--- config.mk ---
export PLATFORM = sky130hd
export DESIGN_NAME = phy_bist_loopback_control
export DESIGN_NICKNAME = d
export VERILOG_FILES = /design/src/pkg/phy_bist_pkg.sv /design/src/logic/prbs_engine.sv /design/src/logic/phy_bist_loopback_control.sv
export VERILOG_INCLUDE_DIRS = /design/src /design/src/pkg
export SDC_FILE = /design/constraint.sdc
export NUM_CORES = 1
export LEC_CHECK = 0
export BUFFER_PORTS_ARGS = -buffer_cell sky130_fd_sc_hd__buf_4
export CAP_MARGIN = 20
export CORE_MARGIN = 2
export CORE_UTILIZATION = 35
export CTS_CLUSTER_DIAMETER = 60
export DETAILED_ROUTE_END_ITERATION = 8
export GPL_TIMING_DRIVEN = 1
export HOLD_SLACK_MARGIN = 0.05
export PLACE_DENSITY = 0.53
export REMOVE_ABC_BUFFERS = 1
export SLEW_MARGIN = 20
export SYNTH_ARGS = -nofsm -noshare
export SYNTH_HDL_FRONTEND = slang
export SYNTH_SLANG_ARGS = --single-unit
--- constraint.sdc ---
create_clock -name core_clk -period 3.7 [get_ports core_clk]
set_input_delay 0.555 -clock core_clk [delete_from_list [all_inputs] [get_ports core_clk]]
set_output_delay 0.555 -clock core_clk [all_outputs]
set_load 0.01 [all_outputs]
--- src/pkg/phy_bist_map.svh ---
// register offsets, field positions, reset values and counts of the self-test block
`ifndef PHY_BIST_MAP_SVH
`define PHY_BIST_MAP_SVH
// Function
// - a 16-bit receive error tally reads back, clears where ones are written, resets to zero.
// - generator enable field 15:12 runs the pattern generator at all ones and stops it at zero.
// - in reverse loopback bit 7 clear withholds received packets from the MAC, set forwards them.
// - bit 7 is accepted only while reverse loopback is the selected mode.
// - in MAC-side loopback bit 6 clear keeps transmit data off the medium, set also sends it.
// - bit 6 is accepted only while MAC-side (digital) loopback is the selected mode.
// - the one-hot select in 5:2 picks none, digital, analog, external or reverse loopback.
// - at 100 Mb/s the coding field loops before scrambler, after scrambler or after MLT3.
// - at 1 Gb/s a coding field with its low bit set loops before the gigabit signal path.
// - status bit 11 shows that the pattern checker is locked to the received bytes.
// - status bit 10 latches on checker sync loss and clears when the status is read.
// - status bit 9 is high while the pattern generator produces traffic.

// register word addresses
`define ADDR_RX_TALLY   5'h15
`define ADDR_LOOP_CTRL  5'h16
`define ADDR_GEN_STATUS 5'h17
`define ADDR_IRQ_STAT   5'h1c
`define ADDR_IRQ_MASK   5'h1d

// reset values and limits
`define TALLY_RESET     16'h0000
`define TALLY_MAX       16'hffff
`define TALLY_ONE       16'h0001
`define CTRL_RESET      16'h0000
`define STATUS_RESET    16'h0040
`define READ_IDLE       16'h0000

// field positions
`define GEN_EN_HI       15
`define GEN_EN_LO       12
`define GEN_EN_RUN      4'hf
`define RSVD_RW_HI      9
`define RSVD_RW_LO      8
`define FWD_RX_BIT      7
`define FWD_TX_BIT      6
`define LOOP_SEL_HI     5
`define LOOP_SEL_LO     2
`define PCS_HI          1
`define PCS_LO          0
`define LOCK_BIT        11
`define LOSS_BIT        10
`define BUSY_BIT        9

// interrupt bits and checker counts
`define IRQ_BITS        3
`define IRQ_SLIP        0
`define IRQ_GAIN        1
`define IRQ_SAT         2
`define LOCK_MATCHES    3'h4
`define PRBS_SEED       7'h7f
`endif

--- src/pkg/phy_bist_pkg.sv ---
// types shared by the self-test and loopback control block
`default_nettype none
package phy_bist_pkg;
  // one-hot loopback select field
  typedef enum logic [3:0]
  {
    LOOP_NONE     = 4'h0,
    LOOP_DIGITAL  = 4'h1,
    LOOP_ANALOG   = 4'h2,
    LOOP_EXTERNAL = 4'h4,
    LOOP_REVERSE  = 4'h8
  } loop_sel_t;

  // resolved loop point told to the signal chain
  typedef enum logic [3:0]
  {
    LP_NONE      = 4'h0,
    LP_DIGITAL   = 4'h1,
    LP_ANALOG    = 4'h2,
    LP_EXTERNAL  = 4'h3,
    LP_REVERSE   = 4'h4,
    LP_PRE_SCR   = 4'h5,
    LP_POST_SCR  = 4'h6,
    LP_POST_MLT3 = 4'h7,
    LP_PRE_GDSP  = 4'h8
  } loop_point_t;

  // checker states, gray along off, hunt, lock
  typedef enum logic [1:0]
  {
    CHK_OFF  = 2'b00,
    CHK_HUNT = 2'b01,
    CHK_LOCK = 2'b11
  } chk_state_t;
endpackage : phy_bist_pkg
`default_nettype wire

--- src/logic/prbs_engine.sv ---
// byte-wide pseudo-random pattern generator and self-synchronising checker
`include "phy_bist_map.svh"
`default_nettype none
module prbs_engine
(
  input  wire logic       core_clk,
  input  wire logic       rst,
  input  wire logic       gen_run,
  output var  logic [7:0] gen_byte,
  output var  logic       gen_busy,
  input  wire logic       chk_en,
  input  wire logic       chk_valid,
  input  wire logic [7:0] chk_data,
  output var  logic       chk_locked,
  output var  logic       chk_slip,
  output var  logic       chk_gain
);
  import phy_bist_pkg::*;

  chk_state_t state_q;
  logic [6:0] gen_q;
  logic [6:0] prev_q;
  logic [2:0] cnt_q;
  logic [7:0] gen_nxt;
  logic [7:0] expect_b;
  logic       match;

  // eight steps of x^7 + x^6 + 1, newest bit lands in bit 0
  function automatic logic [7:0] prbs_next8(input logic [6:0] seed);
    logic [6:0] s;
    logic [7:0] b;
    s = seed;
    b = 8'h00;
    for (int i = 0; i < 8; i++)
    begin
      b = {b[6:0], s[6] ^ s[5]};
      s = {s[5:0], s[6] ^ s[5]};
    end
    return b;
  endfunction : prbs_next8

  assign gen_nxt  = prbs_next8(gen_q);
  assign expect_b = prbs_next8(prev_q);
  assign match    = (chk_data == expect_b);
  assign chk_locked = (state_q == CHK_LOCK);

  // generator restarts from the seed whenever it is stopped
  always_ff @(posedge core_clk)
  begin
    if (rst || !gen_run)
    begin
      gen_q    <= `PRBS_SEED;
      gen_byte <= 8'h00;
      gen_busy <= 1'b0;
    end
    else
    begin
      gen_q    <= gen_nxt[6:0];
      gen_byte <= gen_nxt;
      gen_busy <= 1'b1;
    end
  end

  // self-sync: the last received byte predicts the next, so no seed alignment is needed
  always_ff @(posedge core_clk)
  begin
    if (rst || !chk_en)
    begin
      state_q  <= CHK_OFF;
      prev_q   <= 7'h00;
      cnt_q    <= 3'h0;
      chk_slip <= 1'b0;
      chk_gain <= 1'b0;
    end
    else
    begin
      chk_slip <= 1'b0;
      chk_gain <= 1'b0;
      if (chk_valid)
        prev_q <= chk_data[6:0];
      case (state_q)
        CHK_OFF:
          state_q <= CHK_HUNT;
        CHK_HUNT:
          if (chk_valid)
          begin
            cnt_q <= match ? cnt_q + 3'h1 : 3'h0;
            if (match && cnt_q == `LOCK_MATCHES - 3'h1)
            begin
              state_q  <= CHK_LOCK;
              chk_gain <= 1'b1;
            end
          end
        CHK_LOCK:
          if (chk_valid && !match)
          begin
            state_q  <= CHK_HUNT;
            cnt_q    <= 3'h0;
            chk_slip <= 1'b1;
          end
        default:
          state_q <= CHK_OFF;
      endcase
    end
  end
endmodule : prbs_engine
`default_nettype wire

--- src/logic/phy_bist_loopback_control.sv ---
// self-test and loopback control: registers, loop steering and error tally
`include "phy_bist_map.svh"
`default_nettype none

module phy_bist_loopback_control
(
  input  wire logic                      core_clk,
  input  wire logic                      rst,
  input  wire logic [4:0]                reg_addr,
  input  wire logic [15:0]               reg_wdata,
  input  wire logic                      reg_wr,
  input  wire logic                      reg_rd,
  output var  logic [15:0]               reg_rdata,
  input  wire logic                      speed_gig,
  input  wire logic [7:0]                mac_tx_data,
  input  wire logic                      mac_tx_valid,
  input  wire logic [7:0]                line_rx_data,
  input  wire logic                      line_rx_valid,
  input  wire logic                      line_rx_err,
  output var  logic [7:0]                line_tx_data,
  output var  logic                      line_tx_valid,
  output var  logic [7:0]                mac_rx_data,
  output var  logic                      mac_rx_valid,
  output var  phy_bist_pkg::loop_point_t loop_point,
  output var  logic                      irq
);
  import phy_bist_pkg::*;

  // ------------------------------------------------------------------
  // declarations
  // ------------------------------------------------------------------
  logic [15:0]           tally_q;
  logic [15:0]           tally_d;
  logic [15:0]           ctrl_q;
  logic [15:0]           status_word;
  logic                  loss_q;
  logic [`IRQ_BITS-1:0]  irq_stat_q;
  logic [`IRQ_BITS-1:0]  irq_mask_q;
  logic [`IRQ_BITS-1:0]  irq_evt;
  logic [3:0]            wr_sel;
  logic                  tally_wr;
  logic                  ctrl_wr;
  logic                  istat_wr;
  logic                  imask_wr;
  logic                  stat_rd;
  logic                  tally_inc;
  logic                  gen_run;
  logic                  gen_busy;
  logic [7:0]            gen_byte;
  logic                  chk_en;
  logic                  chk_valid;
  logic [7:0]            chk_data;
  logic                  chk_locked;
  logic                  chk_slip;
  logic                  chk_gain;
  logic [7:0]            src_data;
  logic                  src_valid;
  logic                  mac_side;
  logic                  fwd_rx;
  logic                  fwd_tx;

  // ------------------------------------------------------------------
  // decode helpers
  // ------------------------------------------------------------------
  function automatic logic hit(input logic [4:0] a, input logic [4:0] want);
    return a == want;
  endfunction : hit

  // coding-layer field wins; the one-hot select counts only while it is zero
  function automatic loop_point_t decode_point(input logic [1:0] pcs,
                                               input logic [3:0] sel,
                                               input logic       gig);
    loop_point_t p;
    p = LP_NONE;
    if (gig && pcs[0])
      p = LP_PRE_GDSP;
    else if (!gig && pcs == 2'b01)
      p = LP_PRE_SCR;
    else if (!gig && pcs == 2'b10)
      p = LP_POST_SCR;
    else if (!gig && pcs == 2'b11)
      p = LP_POST_MLT3;
    else if (pcs == 2'b00)
    begin
      case (sel)
        LOOP_DIGITAL:
          p = LP_DIGITAL;
        LOOP_ANALOG:
          p = LP_ANALOG;
        LOOP_EXTERNAL:
          p = LP_EXTERNAL;
        LOOP_REVERSE:
          p = LP_REVERSE;
        default:
          p = LP_NONE;
      endcase
    end
    return p;
  endfunction : decode_point

  // ------------------------------------------------------------------
  // register strobes
  // ------------------------------------------------------------------
  assign tally_wr = reg_wr && hit(reg_addr, `ADDR_RX_TALLY);
  assign ctrl_wr  = reg_wr && hit(reg_addr, `ADDR_LOOP_CTRL);
  assign istat_wr = reg_wr && hit(reg_addr, `ADDR_IRQ_STAT);
  assign imask_wr = reg_wr && hit(reg_addr, `ADDR_IRQ_MASK);
  assign stat_rd  = reg_rd && hit(reg_addr, `ADDR_GEN_STATUS);
  assign wr_sel   = reg_wdata[`LOOP_SEL_HI:`LOOP_SEL_LO];

  // ------------------------------------------------------------------
  // loop control register
  // ------------------------------------------------------------------
  // forwarding bits are judged against the select written in the same word,
  // so a single write can enter a mode and set its forwarding bit together
  always_ff @(posedge core_clk)
  begin
    if (rst)
      ctrl_q <= `CTRL_RESET;
    else if (ctrl_wr)
    begin
      ctrl_q[`GEN_EN_HI:`GEN_EN_LO]   <= reg_wdata[`GEN_EN_HI:`GEN_EN_LO];
      ctrl_q[`RSVD_RW_HI:`RSVD_RW_LO] <= reg_wdata[`RSVD_RW_HI:`RSVD_RW_LO];
      ctrl_q[`FWD_RX_BIT]  <= (wr_sel == LOOP_REVERSE) && reg_wdata[`FWD_RX_BIT];
      ctrl_q[`FWD_TX_BIT]  <= (wr_sel == LOOP_DIGITAL) && reg_wdata[`FWD_TX_BIT];
      ctrl_q[`LOOP_SEL_HI:`LOOP_SEL_LO] <= wr_sel;
      ctrl_q[`PCS_HI:`PCS_LO]           <= reg_wdata[`PCS_HI:`PCS_LO];
    end
  end

  assign fwd_rx  = ctrl_q[`FWD_RX_BIT];
  assign fwd_tx  = ctrl_q[`FWD_TX_BIT];
  // only the all-ones code runs; the other codes are unused and act as stop
  assign gen_run = (ctrl_q[`GEN_EN_HI:`GEN_EN_LO] == `GEN_EN_RUN);

  // loop point is registered so the signal chain sees a clean change
  always_ff @(posedge core_clk)
  begin
    if (rst)
      loop_point <= LP_NONE;
    else
      loop_point <= decode_point(ctrl_q[`PCS_HI:`PCS_LO],
                                 ctrl_q[`LOOP_SEL_HI:`LOOP_SEL_LO], speed_gig);
  end

  // ------------------------------------------------------------------
  // data steering
  // ------------------------------------------------------------------
  // digital and coding-layer loops turn transmit data back near the mac
  assign mac_side  = (loop_point == LP_DIGITAL) || (loop_point == LP_PRE_SCR) ||
                     (loop_point == LP_POST_SCR) || (loop_point == LP_POST_MLT3) ||
                     (loop_point == LP_PRE_GDSP);
  // the generator takes over the transmit source while it runs
  assign src_data  = gen_busy ? gen_byte : mac_tx_data;
  assign src_valid = gen_busy || mac_tx_valid;
  // the checker watches whatever comes back towards the mac
  assign chk_en    = gen_run && (loop_point != LP_NONE);
  assign chk_data  = mac_side ? src_data : line_rx_data;
  assign chk_valid = mac_side ? src_valid : line_rx_valid;

  // medium side transmit path
  always_ff @(posedge core_clk)
  begin
    if (rst)
    begin
      line_tx_data  <= 8'h00;
      line_tx_valid <= 1'b0;
    end
    else if (loop_point == LP_REVERSE)
    begin
      line_tx_data  <= line_rx_data;
      line_tx_valid <= line_rx_valid;
    end
    else if (mac_side)
    begin
      line_tx_data  <= src_data;
      line_tx_valid <= src_valid && fwd_tx;
    end
    else
    begin
      line_tx_data  <= src_data;
      line_tx_valid <= src_valid;
    end
  end

  // mac side receive path
  always_ff @(posedge core_clk)
  begin
    if (rst)
    begin
      mac_rx_data  <= 8'h00;
      mac_rx_valid <= 1'b0;
    end
    else if (mac_side)
    begin
      mac_rx_data  <= src_data;
      mac_rx_valid <= src_valid;
    end
    else if (loop_point == LP_REVERSE)
    begin
      mac_rx_data  <= line_rx_data;
      mac_rx_valid <= line_rx_valid && fwd_rx;
    end
    else
    begin
      mac_rx_data  <= line_rx_data;
      mac_rx_valid <= line_rx_valid;
    end
  end

  // ------------------------------------------------------------------
  // pattern generator and checker
  // ------------------------------------------------------------------
  prbs_engine u_prbs
  (
    .core_clk   (core_clk),
    .rst        (rst),
    .gen_run    (gen_run),
    .gen_byte   (gen_byte),
    .gen_busy   (gen_busy),
    .chk_en     (chk_en),
    .chk_valid  (chk_valid),
    .chk_data   (chk_data),
    .chk_locked (chk_locked),
    .chk_slip   (chk_slip),
    .chk_gain   (chk_gain)
  );

  // ------------------------------------------------------------------
  // receive error tally
  // ------------------------------------------------------------------
  // a line error and a checker slip in one cycle count as one event
  assign tally_inc = (line_rx_valid && line_rx_err) || chk_slip;

  // clear first, then count, so an event in the clearing cycle survives
  always_comb
  begin
    tally_d = tally_q;
    if (tally_wr)
      tally_d = tally_q & ~reg_wdata;
    if (tally_inc && tally_d != `TALLY_MAX)
      tally_d = tally_d + `TALLY_ONE;
  end

  always_ff @(posedge core_clk)
  begin
    if (rst)
      tally_q <= `TALLY_RESET;
    else
      tally_q <= tally_d;
  end

  // ------------------------------------------------------------------
  // status word and sync loss latch
  // ------------------------------------------------------------------
  // a slip in the reading cycle wins, so the next read still reports it
  always_ff @(posedge core_clk)
  begin
    if (rst)
      loss_q <= 1'b0;
    else if (chk_slip)
      loss_q <= 1'b1;
    else if (stat_rd)
      loss_q <= 1'b0;
  end

  // power bit reads as its reset value; that state lives elsewhere
  always_comb
  begin
    status_word            = `STATUS_RESET;
    status_word[`LOCK_BIT] = chk_locked;
    status_word[`LOSS_BIT] = loss_q;
    status_word[`BUSY_BIT] = gen_busy;
  end

  // ------------------------------------------------------------------
  // interrupts
  // ------------------------------------------------------------------
  assign irq_evt[`IRQ_SLIP] = chk_slip;
  assign irq_evt[`IRQ_GAIN] = chk_gain;
  assign irq_evt[`IRQ_SAT]  = tally_inc && (tally_q == `TALLY_MAX);

  // sticky bits, write one to clear, a new event beats the clear
  for (genvar gi = 0; gi < `IRQ_BITS; gi++)
  begin : g_irq
    always_ff @(posedge core_clk)
    begin
      if (rst)
        irq_stat_q[gi] <= 1'b0;
      else if (irq_evt[gi])
        irq_stat_q[gi] <= 1'b1;
      else if (istat_wr && reg_wdata[gi])
        irq_stat_q[gi] <= 1'b0;
    end
  end

  always_ff @(posedge core_clk)
  begin
    if (rst)
      irq_mask_q <= '0;
    else if (imask_wr)
      irq_mask_q <= reg_wdata[`IRQ_BITS-1:0];
  end

  // one cycle behind the status bits, traded for a flop-driven pin
  always_ff @(posedge core_clk)
  begin
    if (rst)
      irq <= 1'b0;
    else
      irq <= |(irq_stat_q & irq_mask_q);
  end

  // ------------------------------------------------------------------
  // read port
  // ------------------------------------------------------------------
  // data stand only in the cycle after the strobe; unmapped reads give zero
  always_ff @(posedge core_clk)
  begin
    if (rst || !reg_rd)
      reg_rdata <= `READ_IDLE;
    else
      case (reg_addr)
        `ADDR_RX_TALLY:
          reg_rdata <= tally_q;
        `ADDR_LOOP_CTRL:
          reg_rdata <= ctrl_q;
        `ADDR_GEN_STATUS:
          reg_rdata <= status_word;
        `ADDR_IRQ_STAT:
          reg_rdata <= {13'h0000, irq_stat_q};
        `ADDR_IRQ_MASK:
          reg_rdata <= {13'h0000, irq_mask_q};
        default:
          reg_rdata <= `READ_IDLE;
      endcase
  end
endmodule : phy_bist_loopback_control
`default_nettype wire

# Word-level counts from Yosys, hierarchy flattened
# Index checks and enable logic that the tools add are counted.
word_totals:
  ff_bits: 106
  word_cells: 165
op_classes:
  addsub: 2
  n_eq_ne: 30
  muxes: 36
  n_bitwise: 22
  n_reduce_logical: 51
op_table:
  columns: ["cell", "n"]
  rows:
  - ["16-bit case mux with 5 select lines", 1]
  - ["16-bit 2-to-1 mux", 2]
  - ["5-bit equality test, second input constant", 5]
  - ["8-bit 2-to-1 mux", 3]
  - ["1-bit logical AND", 22]
  - ["3-bit 2-to-1 mux", 7]
  - ["4-bit by 3-bit equality test with 1-bit output, second input constant", 5]
  - ["16-bit by 1-bit adder with 16-bit output, second input constant", 1]
  - ["16-bit bitwise AND", 1]
  - ["16-bit equality test, second input constant", 1]
  - ["4-bit equality test, second input constant", 4]
  - ["1-bit 2-to-1 mux", 16]
  - ["16-bit != test, second input constant", 1]
  - ["16-bit inverter", 1]
  - ["1-bit XOR", 16]
  - ["4-bit by 1-bit equality test with 1-bit output, second input constant", 3]
  - ["3-bit case mux with 4 select lines", 1]
  - ["2-bit nonzero test", 5]
  - ["1-bit logical OR", 9]
  - ["3-bit OR reduction", 3]
  - ["8-bit equality test", 1]
  - ["2-bit equality test, second input constant", 3]
  - ["2-bit 2-to-1 mux", 3]
  - ["2-bit by 1-bit != test with 1-bit output, second input constant", 3]
  - ["other kinds (14)", 24]

# Logic depth before layout (Yosys ltp)
# Gate-level depths: netlist of run 1.
logic_depth:
  depth_word: 11
  depth_mapped: 16
  ltp_nobuf: 12

# Modules after synthesis
# Synthesis of run 1 repeated with hierarchy kept, for this count alone.
hier_totals:
  hier_cells: 523
  hier_area_um2: 4790.8
by_module_without_submodules:
  columns: ["mod", "instances", "cells_each", "area_each_um2", "seq_area_each_um2"]
  rows:
  - ["phy_bist_loopback_control", 1, 408, 3587.2, 1521.5]
  - ["prbs_engine", 1, 115, 1203.7, 600.6]

# Worst setup path before layout of run 1
# OpenSTA, ideal clock, no wires.
synth_timing:
  path_kind: "input -> register"
  from: "input port reg_addr[3]"
  to: "register tally_q[9]"
  setup_ps: 70
  arrival_time_ps: 3280
  path_slack_ps: 350
  cell_stages: 16
  cell_sequence: "and3b_1 clkbuf_1 and2_1 clkbuf_1 clkbuf_1 a21boi_0 ha_1 nand2_1 nor3_1 a41oi_1 and2_1 clkbuf_1 nand3_1 a21oi_1 o221ai_1 a21oi_1"
synth_between:
  elab_chain_cells: 6
synth_rtl:
  columns: ["element", "line", "rtl"]
  rows:
  - ["start, declared", "phy_bist_loopback_control.sv:9", "input wire logic [4:0] reg_addr,"]
  - ["5-bit equality test (*)", "phy_bist_loopback_control.sv:66", "return a == want;"]
  - ["1-bit logical AND (*)", "phy_bist_loopback_control.sv:104", "assign tally_wr = reg_wr && hit(reg_addr, `ADDR_RX_TALLY);"]
  - ["16-bit 2-to-1 mux (*)", "phy_bist_loopback_control.sv:239", "if (tally_wr)"]
  - ["branches (longest 2 deep; another with 16-bit by 1-bit adder with 16-bit output)", null, null]
  - ["16-bit 2-to-1 mux (*)", "phy_bist_loopback_control.sv:241", "if (tally_inc && tally_d != `TALLY_MAX)"]
  - ["end signal, assigned", "phy_bist_loopback_control.sv:248", "tally_q <= `TALLY_RESET;"]
  - ["end signal, assigned", "phy_bist_loopback_control.sv:250", "tally_q <= tally_d;"]
  - ["end, declared", "phy_bist_loopback_control.sv:32", "logic [15:0] tally_q;"]
# Every way passes the cells marked *.
# A chain may end at the register's enable or synchronous reset.

# Worst setup path in the final report of run 1
layout_timing:
  from: "register loop_point[3]"
  to: "register u_prbs.state_q[1]"
layout_between:
  elab_chain_cells: 11
layout_rtl:
  columns: ["element", "line", "rtl"]
  rows:
  - ["start, declared", "phy_bist_loopback_control.sv:24", "output var phy_bist_pkg::loop_point_t loop_point,"]
  - ["start signal, assigned", "phy_bist_loopback_control.sv:142", "loop_point <= decode_point(ctrl_q[`PCS_HI:`PCS_LO],"]
  - ["4-bit by 1-bit equality test with 1-bit output or 4-bit by 3-bit equality test with 1-bit output (tied branches)", "phy_bist_loopback_control.sv:150", "assign mac_side = (loop_point == LP_DIGITAL) || (loop_point == LP_PRE_SCR) ||"]
  - ["1-bit logical OR (2 in a row)", "phy_bist_loopback_control.sv:150", null]
  - ["1-bit logical OR (2 in a row)", "phy_bist_loopback_control.sv:151", "(loop_point == LP_POST_SCR) || (loop_point == LP_POST_MLT3) ||"]
  - ["8-bit 2-to-1 mux", "phy_bist_loopback_control.sv:158", "assign chk_data = mac_side ? src_data : line_rx_data;"]
  - ["8-bit equality test", "prbs_engine.sv:44", "assign match = (chk_data == expect_b);"]
  - ["1-bit zero test", "prbs_engine.sv:95", "if (chk_valid && !match)"]
  - ["1-bit logical AND", "prbs_engine.sv:95", null]
  - ["2-bit by 1-bit != test with 1-bit output (no line)", null, null]
  - ["3-bit AND reduction (no line)", null, null]
  - ["end signal, assigned", "prbs_engine.sv:90", "state_q <= CHK_LOCK;"]
  - ["end signal, assigned", "prbs_engine.sv:97", "state_q <= CHK_HUNT;"]
  - ["end signal, assigned", "prbs_engine.sv:102", "state_q <= CHK_OFF;"]
  - ["end, declared", "prbs_engine.sv:20", "chk_state_t state_q;"]
# Parallel ways exist; a longest one is shown, timed or not.

==> impl_results.md, run 1 <==
* Clk buf depth at 2
* Synth warn at 0
* TritonCTS clock tree: yes
* Routability cong. at 0.8469
* Critical Path Start Type: flip-flop
* Final setup viols at 0
* Layout Cells excl Fill at 829
* Worst VDD drop at 0.2011 mV
* Max Cap Viol at 0
* WP data required at 3950 ps
* Fin Setup TNS at 0 ps
* Fin. max-slew vios at 0
* CP endpoint kind: flip-flop
* Final setup margin at 475.1 ps
* Number of global-route vias before repair at 4176
* Largest net degree at the start of global routing at 52
* Mapped Cells at 575
* Status: completed
* N_diodes at 0
* Root Driver: clkbuf_16
* Commonest cells after routing, fill and taps aside: dfxtp_1 (106), buf_4 (91), nand2_1 (85), nor2_1 (79), a21oi_1 (35)
* IO Count at 84
* Number of flops mapped to enable cells by yosys at 0
* Core area at 13770 um^2
* Fill cells at 1410
* H-tree levels at 3
* Initial core utilization at 35.57%
* Nets at 693
* Total GRT Usage at 18.16%
* Hold Crit Class: input port to flip-flop
* Post-layout min period at 3225 ps
* Top FF cell, synth: dfxtp_1
* Async SR Flop Fraction at 0%
* Area growth syn-to-layout at 21.30%
* Commonest non-fill, non-tap cell in the layout: dfxtp_1
* # clock sinks at 106
* Site Rows at 43
* Proportion of layout cells with a drive suffix above 1 at 20.65%
* Layout Skew at 7.547 ps
* Die Wd at 122.3 um
* P per Cell Area at 376.7 nW/um^2
* DR vias at 4339
* Placed insts at 814
* Antenna Nets Post-Route at 0
* Synth Area per Inst at 8.521 um^2
* Yosys cell types at 59
* Max Fclk at 310.1 MHz
* DR vias/cell at 5.234
* Total CTS buffers at 9
* Unrepaired setup endpoints after global routing: no
* Leakage at 2.235 nW
* Post-DP HPWL at 9869 um
* Tightest Pin Transition at 931.5 ps
* Die Y at 122.3 um
* Final non-filler cell area at 5943 um^2
* WS Path Type: flip-flop to flip-flop
* Wire per inst at 15.91 um
* Grt ovf at 0
* CTS resizes at 0
* DRC Markers at 0
* Final wirelength at 13190 um
* Final core occ at 43.15%
* Final period utilization at 87.16%
* Relative slew slack at 37.22%
* Netlist Area Pre-Place at 4900 um^2
* Post-CTS Repair Setup Buffers at 0
* Register area share after synthesis at 43.31%
* Endpoint arrival time on the critical path at 3480 ps
* Initial antenna violation count at 0
* First DRT Iteration DRCs at 327
* CP Max Fanout at 10
* Dpl cell area at 5675 um^2
* Pre-CTS WS at 468.4 ps
* Clk_lat worst skew at 350 ps
* Cts hold-fix bufs at 0
* Pre-antenna DRT Iters at 5
* Hold Violations, Final at 0
* Flop and latch count out of synthesis at 106
* Die area at 14960 um^2
* First-pass GRT wire length at 21200 um
* Port-buffer cells at 83
* Clk pin slew, worst setup/hold paths at 70 ps
-- power by group --
| part | internal [mW] | switching, mW |
|---|---|---|
| clock network | 0.454 | 0.434 |
| registers | 1.15 | 0.00660 |
| logic | 0.0875 | 0.102 |
| total | 1.70 | 0.543 |
-- worst max-delay path: stages (launching register included) --
cell and delay, ps:
dfxtp_1 470, nor3b_2 570, or3_1 490, a31oi_1 310, xor2_1 230, or3_4 360
a22oi_4 250, nand2_4 100, a2111oi_4 340
-- layer usage --
metal | share of wire (%) | global-route usage, % | up-vias
met5 | 0 | 0 | -
met4 | 1.8 | 7.543 | 0
li1 | - | - | 2151
met1 | 45 | 23.15 | 2053
met3 | 5.2 | 3.253 | 17
met2 | 48 | 30.21 | 118
-- cells by family (layout without fill, tap and decap cells) --
family | after synthesis | in the layout | share of synthesized area, %
flops | 106 | 106 | 43.31
xor+xnor | 29 | 29 | 5.184
mux | 20 | 20 | 4.137
buf+inv | 40 | 114 | 3.473
compound gates | 114 | 114 | 17.26
fa+ha+maj | 3 | 3 | 0.7662
simple gates | 263 | 263 | 25.87
-- flip-flops by register name, summed over array words and instances (netlist names), 4 cells and up --
register / count
u_prbs.gen_q: 7
reg_rdata: 16
u_prbs.gen_byte: 8
mac_rx_data: 8
u_prbs.prev_q: 7
line_tx_data: 8
ctrl_q: 14
tally_q: 16
loop_point: 4
-- area by class of cell --
| cell class | count | area, um^2 | area share [%] |
|---|---|---|---|
| timing repair buffer | 91 | 683.2 | 11.49 |
| inverter | 8 | 30.03 | 0.5053 |
| clock buffer | 9 | 225.2 | 3.789 |
| multi-input combinational | 429 | 2615 | 44.00 |
| sequential | 106 | 2122 | 35.71 |
| tap | 180 | 225.2 | 3.789 |
| clock inverter | 6 | 42.54 | 0.7158 |
-- synth_stat cells, types with 4 or more instances --
cell type	n	area share [%]
and2_1	15	1.9
o32ai_1	8	1.4
o21a_1	5	0.77
and3_1	5	0.64
nand4_1	8	1.0
a21boi_0	4	0.61
mux2i_1	18	3.7
o21ai_0	9	0.92
nor3_1	12	1.2
nand2b_1	10	1.3
nand2_1	85	6.5
or2_2	11	1.4
a22oi_1	9	1.4
a21oi_1	35	3.6
clkbuf_1	25	1.9
inv_1	7	0.54
xnor2_1	19	3.4
or3_1	7	0.89
dfxtp_1	106	43
buf_2	4	0.41
xor2_1	10	1.8
a211oi_1	11	1.7
a221oi_1	5	0.89
nand3_1	12	1.2
a32oi_1	4	0.71
nor2_1	79	6.1
-- final timing paths --
path / startpoint / end / slack, ps / cells after the start
setup reg to reg: loop_point[3] / u_prbs.state_q[1] / 480 / 8
setup / recovery: loop_point[3] / u_prbs.state_q[1] / 480 / 8
hold reg to reg: ctrl_q[8] / ctrl_q[8] / 460 / 2
hold / removal: reg_wdata[9] / tally_q[9] / 420 / 2
-- metrics by stage --
stage	hold WS (ps)	total power, mW
after floorplan	413.0	1.270
after global placement	428.9	1.375
after detailed placement	435.4	1.377
after CTS	402.2	2.263
after global routing	430.7	2.325
final	424.7	2.239
Power figures use the tool's default switching activity.
==> run 2: changes to the inputs <==
--- a/config.mk
+++ b/config.mk
@@ -9,12 +9,12 @@
 export BUFFER_PORTS_ARGS = -buffer_cell sky130_fd_sc_hd__buf_4
 export CAP_MARGIN = 20
 export CORE_MARGIN = 2
-export CORE_UTILIZATION = 35
+export CORE_UTILIZATION = 55
 export CTS_CLUSTER_DIAMETER = 60
 export DETAILED_ROUTE_END_ITERATION = 8
 export GPL_TIMING_DRIVEN = 1
 export HOLD_SLACK_MARGIN = 0.05
-export PLACE_DENSITY = 0.53
+export PLACE_DENSITY = 0.77
 export REMOVE_ABC_BUFFERS = 1
 export SLEW_MARGIN = 20
 export SYNTH_ARGS = -nofsm -noshare
==> run 2 against run 1 <==
Sequential power is essentially flat. Register-to-register slack better by 50 ps. Highest routed layer unchanged. Critical path type unchanged. Setup slack improved by 45 ps. Design area down 2.4%. Sequential cell count is the same. Clock skew grew 4.9 ps. Cell count shrank 8.7%. Sequential share of layout area is 0.89 points higher. Wire length shrank 6.0%. Total power down 6.3%. Non-clock buffer count did not move. Fmax increased by 1.4%.
==> impl_results.md, run 2 (synthesized netlist as in run 1, its figures left out) <==
* Critical Path, Cell by Cell: nor2b_1 -> nand2b_1 -> a31oi_1 -> xor2_1 -> or3_4 -> a22oi_4 -> nand2_4 -> a2111oi_4
* Initial core utilization at 56.46% (+21 points)
* DR vias/cell at 5.856 (+12%)
* Status: completed
* Clk_lat worst skew at 370 ps (+20 ps)
* CP endpoint kind: flip-flop
* Total CTS buffers at 9 (unchanged)
* Fin. max-slew vios at 0 (unchanged)
* Root Driver: clkbuf_8
* Hold Violations, Final at 0 (unchanged)
* Post-layout min period at 3180 ps (-45.26 ps)
* Die Wd at 98.39 um (-20%)
* Leakage at 2.216 nW (-0.88%)
* Post-CTS Repair Setup Buffers at 0 (unchanged)
* N_diodes at 0 (unchanged)
* Die area at 9680 um^2 (-35%)
* Post-DP HPWL at 9188 um (-6.9%)
* First DRT Iteration DRCs at 249 (-24%)
* WS Path Type: flip-flop to flip-flop
* Hold path cells at 2 (unchanged)
* WP data required at 3970 ps (+20 ps)
* First-pass GRT wire length at 20200 um (-4.7%)
* Unrepaired setup endpoints after global routing: no
* Routability cong. at 0.9729 (+15%)
* Final wirelength at 12400 um (-6.0%)
* Total GRT Usage at 25.74% (+7.6 points)
* Final period utilization at 85.94% (-1.2 points)
* Tightest Pin Transition at 946.2 ps (+14.63 ps)
* Biggest regs: reg_rdata (16), tally_q (16), ctrl_q (14)
* Max Fclk at 314.5 MHz (+1.4%)
* Final Hold Slack at 393.6 ps (-31.07 ps)
* Fill cells at 752 (-47%)
* TritonCTS clock tree: yes
* Pre-CTS WS at 488.1 ps (+19.68 ps)
* Fin Setup TNS at 0 ps (unchanged)
* CTS resizes at 0 (unchanged)
* DR vias at 4433 (+2.2%)
* Reg2reg path depth at 8 (unchanged)
* Antenna Nets Post-Route at 0 (unchanged)
* Max Cap Viol at 0 (unchanged)
* Grt ovf at 0 (unchanged)
* Largest net degree at the start of global routing at 53 (+1.9%)
* Relative slew slack at 36.23% (-0.99 points)
* CP Max Fanout at 10 (unchanged)
* # clock sinks at 106 (unchanged)
* Worst VDD drop at 0.1953 mV (-2.9%)
* Critical Path Max Stage Delay at 540 ps (-30 ps)
* Number of global-route vias before repair at 4113 (-1.5%)
* P per Cell Area at 361.9 nW/um^2 (-3.9%)
* R2r setup slk at 520 ps (+50 ps)
* Die Y at 98.39 um (-20%)
* Clk pin slew, worst setup/hold paths at 100 ps (+30 ps)
* DRC Markers at 0 (unchanged)
* Initial antenna violation count at 0 (unchanged)
* Layout Skew at 12.42 ps (+4.869 ps)
* Commonest cells after routing, fill and taps aside: dfxtp_1 (106), buf_4 (91), nand2_1 (85), nor2_1 (79), a21oi_1 (35)
* IO Count at 84 (unchanged)
* Commonest non-fill, non-tap cell in the layout: dfxtp_1
* Pre-antenna DRT Iters at 5 (unchanged)
* Final setup viols at 0 (unchanged)
* Final setup margin at 520.4 ps (+45.26 ps)
* Critical Path Start Type: flip-flop
* Nets at 693 (unchanged)
* Area growth syn-to-layout at 18.34%
* Site Rows at 34 (-21%)
* Final core occ at 66.81% (+24 points)
* Wire per inst at 16.38 um (+3.0%)
* Clk buf depth at 2 (unchanged)
* Hold Crit Class: input port to flip-flop
* Slowest CP cell: nor2b_1
* Cts hold-fix bufs at 0 (unchanged)
* Endpoint arrival time on the critical path at 3450 ps (-30 ps)
* H-tree levels at 3 (unchanged)
* Core area at 8678 um^2 (-37%)
* Proportion of layout cells with a drive suffix above 1 at 20.65% (unchanged)
* Port-buffer cells at 83 (unchanged)
[run 2: cell count changes in the layout (fill, tap and decap cells not counted), sizes merged]
cell,before,now
bufinv,0,1
clkbuf,9,12
clkinv,4,3
clkinvlp,2,0
inv,8,7
[run 2: per-layer routing]
metal,routed length (um),up-vias,part of all wire [%],track usage [%]
li1,-,2150,-,-
met1,5206,2040,42,33.66
met2,5890,216,47,43.01
met3,1017,27,8.2,4.939
met4,287,0,2.3,8.325
met5,0,-,0,0
[run 2: path summary, 6_finish.rpt]
| check | end | from |
|---|---|---|
| setup / recovery | u_prbs.state_q[1] | loop_point[2] |
| hold / removal | tally_q[9] | reg_wdata[9] |
| setup reg to reg | u_prbs.state_q[1] | loop_point[2] |
| hold reg to reg | irq_stat_q[1] | u_prbs.chk_gain |
[run 2: critical path: cells and delay by family, from the launching register on]
family | cells | cell delay [ps]
AND/OR/NAND/NOR | 4 | 1510
XOR/XNOR | 1 | 220
AO/OA/AOI/OAI | 3 | 900
flip-flops | 1 | 460
[run 2: layout make-up]
cell class	count	area (um^2)	share of cell area, %
Sequential cell	106	2122	36.60
Multi-Input combinational cell	429	2615	45.10
Clock buffer	12	165.2	2.849
Inverter	8	30.03	0.5179
Clock inverter	3	47.55	0.8200
Tap cell	108	135.1	2.331
Timing Repair Buffer	91	683.2	11.78
[run 2: power by group]
group / switching, mW / internal, mW / total (mW)
Combinational: 0.101 / 0.0867 / 0.187
Sequential: 0.00671 / 1.15 / 1.16
Clock: 0.382 / 0.368 / 0.750
Total: 0.489 / 1.61 / 2.10
[run 2: per-stage QoR]
step | area (um^2) | total power [mW] | std cells
finish | 5798 | 2.098 | 757
detailed placement | 5578 | 1.372 | 741
global placement | 5578 | 1.368 | 741
global route | 5798 | 2.174 | 757
floorplan | 4760 | 1.270 | 543
CTS | 5791 | 2.107 | 756
==> run 3: changes to the inputs <==
--- a/config.mk
+++ b/config.mk
@@ -6,16 +6,18 @@
 export SDC_FILE = /design/constraint.sdc
 export NUM_CORES = 1
 export LEC_CHECK = 0
+export ABC_AREA = 1
 export BUFFER_PORTS_ARGS = -buffer_cell sky130_fd_sc_hd__buf_4
 export CAP_MARGIN = 20
 export CORE_MARGIN = 2
-export CORE_UTILIZATION = 55
+export CORE_UTILIZATION = 40
 export CTS_CLUSTER_DIAMETER = 60
 export DETAILED_ROUTE_END_ITERATION = 8
 export GPL_TIMING_DRIVEN = 1
 export HOLD_SLACK_MARGIN = 0.05
-export PLACE_DENSITY = 0.77
+export PLACE_DENSITY = 0.59
 export REMOVE_ABC_BUFFERS = 1
+export SETUP_SLACK_MARGIN = 0.1
 export SLEW_MARGIN = 20
 export SYNTH_ARGS = -nofsm -noshare
 export SYNTH_HDL_FRONTEND = slang
==> run 3 against run 2 <==
Combinational power is essentially flat. Area after synthesis grew 0.59%. Sequential share of layout area shrank 1.4 points.
==> impl_results.md, run 3 <==
* Synth warn at 0 (unchanged)
* Power share of the clock group at 45.6% (+9.9 points)
* Initial antenna violation count at 0 (unchanged)
* IO Count at 84 (unchanged)
* Final non-filler cell area at 6022 um^2 (+3.9%)
* Clk pin slew, worst setup/hold paths at 70 ps (-30 ps)
* Final period utilization at 69.85% (-16 points)
* Total GRT Usage at 20.95% (-4.8 points)
* DRC Markers at 0 (unchanged)
* Power share of the sequential group at 46.9% (-8.4 points)
* Die Y at 115 um (+17%)
* Number of flops mapped to enable cells by yosys at 0 (unchanged)
* Pre-antenna DRT Iters at 5 (unchanged)
* DR vias at 4706 (+6.2%)
* # clock sinks at 106 (unchanged)
* Post-CTS Repair Setup Buffers at 0 (unchanged)
* Number of global-route vias before repair at 4372 (+6.3%)
* Routability cong. at 0.8917 (-8.3%)
* Core area at 12010 um^2 (+38%)
* Share of the synthesized area in the top cell type at 43.06% (-0.25 points)
* Post-DP HPWL at 10120 um (+10%)
* Wire per inst at 14.38 um (-12%)
* Site Rows at 40 (+18%)
* Area growth syn-to-layout at 22.19%
* Largest net degree at the start of global routing at 39 (-26%)
* Final setup margin at 1116 ps (+595.1 ps)
* CP endpoint kind: flip-flop
* Final wirelength at 13360 um (+7.7%)
* Pre-CTS WS at 796.7 ps (+308.6 ps)
* CP Max Fanout at 17 (+7)
* TritonCTS clock tree: yes
* Layout Cells excl Fill at 929 (+23%)
* WS Path Type: input port to flip-flop
* Post-layout min period at 2584 ps (-595.1 ps)
* Top FF cell, synth: dfxtp_1
* Switching Share at 22.63% (-0.69 points)
* Final setup viols at 0 (unchanged)
* Die Wd at 115 um (+17%)
* Worst VDD drop at 0.2387 mV (+22%)
* Fin. max-slew vios at 0 (unchanged)
* Max Fclk at 386.9 MHz (+23%)
* Clk buf depth at 2 (unchanged)
* Top-count cell post-synth: nand2_1
* Mapped Cells at 699 (+22%)
* Layout Skew at 8.210 ps (-4.206 ps)
* Commonest cells after routing, fill and taps aside: nand2_1 (163), dfxtp_1 (106), nor2_1 (88), buf_4 (87), inv_1 (85)
* Synth Area per Inst at 7.051 um^2 (-17%)
* Grt ovf at 0 (unchanged)
* Hold Crit Class: input port to flip-flop
* WP data required at 3980 ps (about the same)
* Initial core utilization at 41.03% (-15 points)
* Die area at 13230 um^2 (+37%)
* Commonest non-fill, non-tap cell in the layout: nand2_1
* Comb power frac at 7.5% (-1.4 points)
* Antenna Nets Post-Route at 0 (unchanged)
* Status: completed
* Flop and latch count out of synthesis at 106 (unchanged)
* Clk_lat worst skew at 350 ps (-20 ps)
* Total CTS buffers at 9 (unchanged)
* Register area share after synthesis at 43.06% (-0.25 points)
* Final Hold Slack at 423.7 ps (+30.07 ps)
* CTS resizes at 0 (unchanged)
* Tightest Pin Transition at 610.1 ps (-336.1 ps)
* Critical Path Start Type: input port
* Internal cell power at 1.922 mW (+19%)
* Leakage at 2.674 nW (+21%)
* Cell taking the most area after synthesis: dfxtp_1
* Dpl cell area at 5664 um^2 (+1.5%)
* P per Cell Area at 412.4 nW/um^2 (+14%)
* NetSw at 0.5621 mW (+15%)
* Fill cells at 1217 (+62%)
* Yosys cell types at 37 (-37%)
* First-pass GRT wire length at 21470 um (+6.3%)
* Hold Violations, Final at 0 (unchanged)
* Area contributors post-synth: dfxtp_1 (43%), nand2_1 (12%), nor2_1 (6.7%), inv_1 (6.5%), o21ai_0 (5.3%)
* Netlist Area Pre-Place at 4928 um^2 (+0.59%)
* Fin Setup TNS at 0 ps (unchanged)
* DR vias/cell at 5.066 (-13%)
* Top cells by count, synth: nand2_1 (163), dfxtp_1 (106), nor2_1 (88)
* Cts hold-fix bufs at 0 (unchanged)
* Root Driver: clkbuf_16
* N_diodes at 0 (unchanged)
* First DRT Iteration DRCs at 275 (+10%)
* Endpoint arrival time on the critical path at 2860 ps (-590 ps)
* Nets at 825 (+19%)
* Port-buffer cells at 83 (unchanged)
* Unrepaired setup endpoints after global routing: no
* Async SR Flop Fraction at 0% (unchanged)
* Biggest regs: reg_rdata (16), tally_q (16), ctrl_q (14)
* Placed insts at 913 (+23%)
* H-tree levels at 3 (unchanged)
* Relative slew slack at 59.23% (+23 points)
* Max Cap Viol at 0 (unchanged)
* Proportion of layout cells with a drive suffix above 1 at 16.88% (-3.8 points)
-- run 3: path summary, 6_finish.rpt --
kind / start / to / slack (ps) / cells after the start
worst max-delay path: reg_addr[3] / tally_q[15] / 1120 / 16
worst min-delay path: speed_gig / loop_point[2] / 420 / 2
worst max register to register: loop_point[0] / u_prbs.cnt_q[0] / 1510 / 14
worst min register to register: u_prbs.chk_gain / irq_stat_q[1] / 450 / 2
-- run 3: kinds of logic after synthesis --
group / count (synthesis) / synth area share [%]
AOI/OAI and AO/OA: 138 / 15.56
DFF: 106 / 43.06
xor gates and xnor gates: 16 / 2.843
and+or+nand+nor: 329 / 29.04
adders and majority gates: 3 / 0.7617
buffers and inverters: 107 / 8.733
-- run 3: layout make-up --
cell class                 instances  area (um^2)  area share (%)
tap                              147        183.9           3.054
timing repair buffer              87        653.1           10.85
clock buffer                      10        239.0           3.968
clock inverter                     6        118.9           1.974
inverter                          87        329.1           5.464
multi-input combinational        486         2376           39.46
sequential                       106         2122           35.24
-- run 3: per-stage QoR --
step	power (mW)	utilization, %
after global routing	2.581	50.14
after global placement	1.374	47.16
after CTS	2.509	50.14
final	2.484	50.14
after floorplan	1.276	-
after detailed placement	1.376	47.16
-- run 3: power by group through the flow --
stage | clock [mW] | combinational, mW | sequential (mW)
floorplan | 0 | 0.0794 | 1.20
global placement | 0 | 0.182 | 1.19
detailed placement | 0 | 0.184 | 1.19
CTS | 1.16 | 0.185 | 1.16
global route | 1.21 | 0.205 | 1.17
finish | 1.13 | 0.185 | 1.16
-- run 3: critical path: stages --
cell     delay, ps
buf_4          110
nor2_1         170
nand2_2        100
inv_4          180
nand2_2        240
o21ai_1        270
inv_1          100
ha_1           210
nand3_1        120
or2_2          170
nor2_4          60
nand2_4         80
nand2_4        120
inv_2          160
nand2_1         70
a21oi_1        130
-- run 3: layer usage --
layer  share of wire [%]  GRT usage [%]  up-vias
met5                   0              0        -
met4                 1.8          8.193        0
met3                 5.1          3.268       16
met2                  43          31.06      133
met1                  50          30.55     2151
li1                    -              -     2406
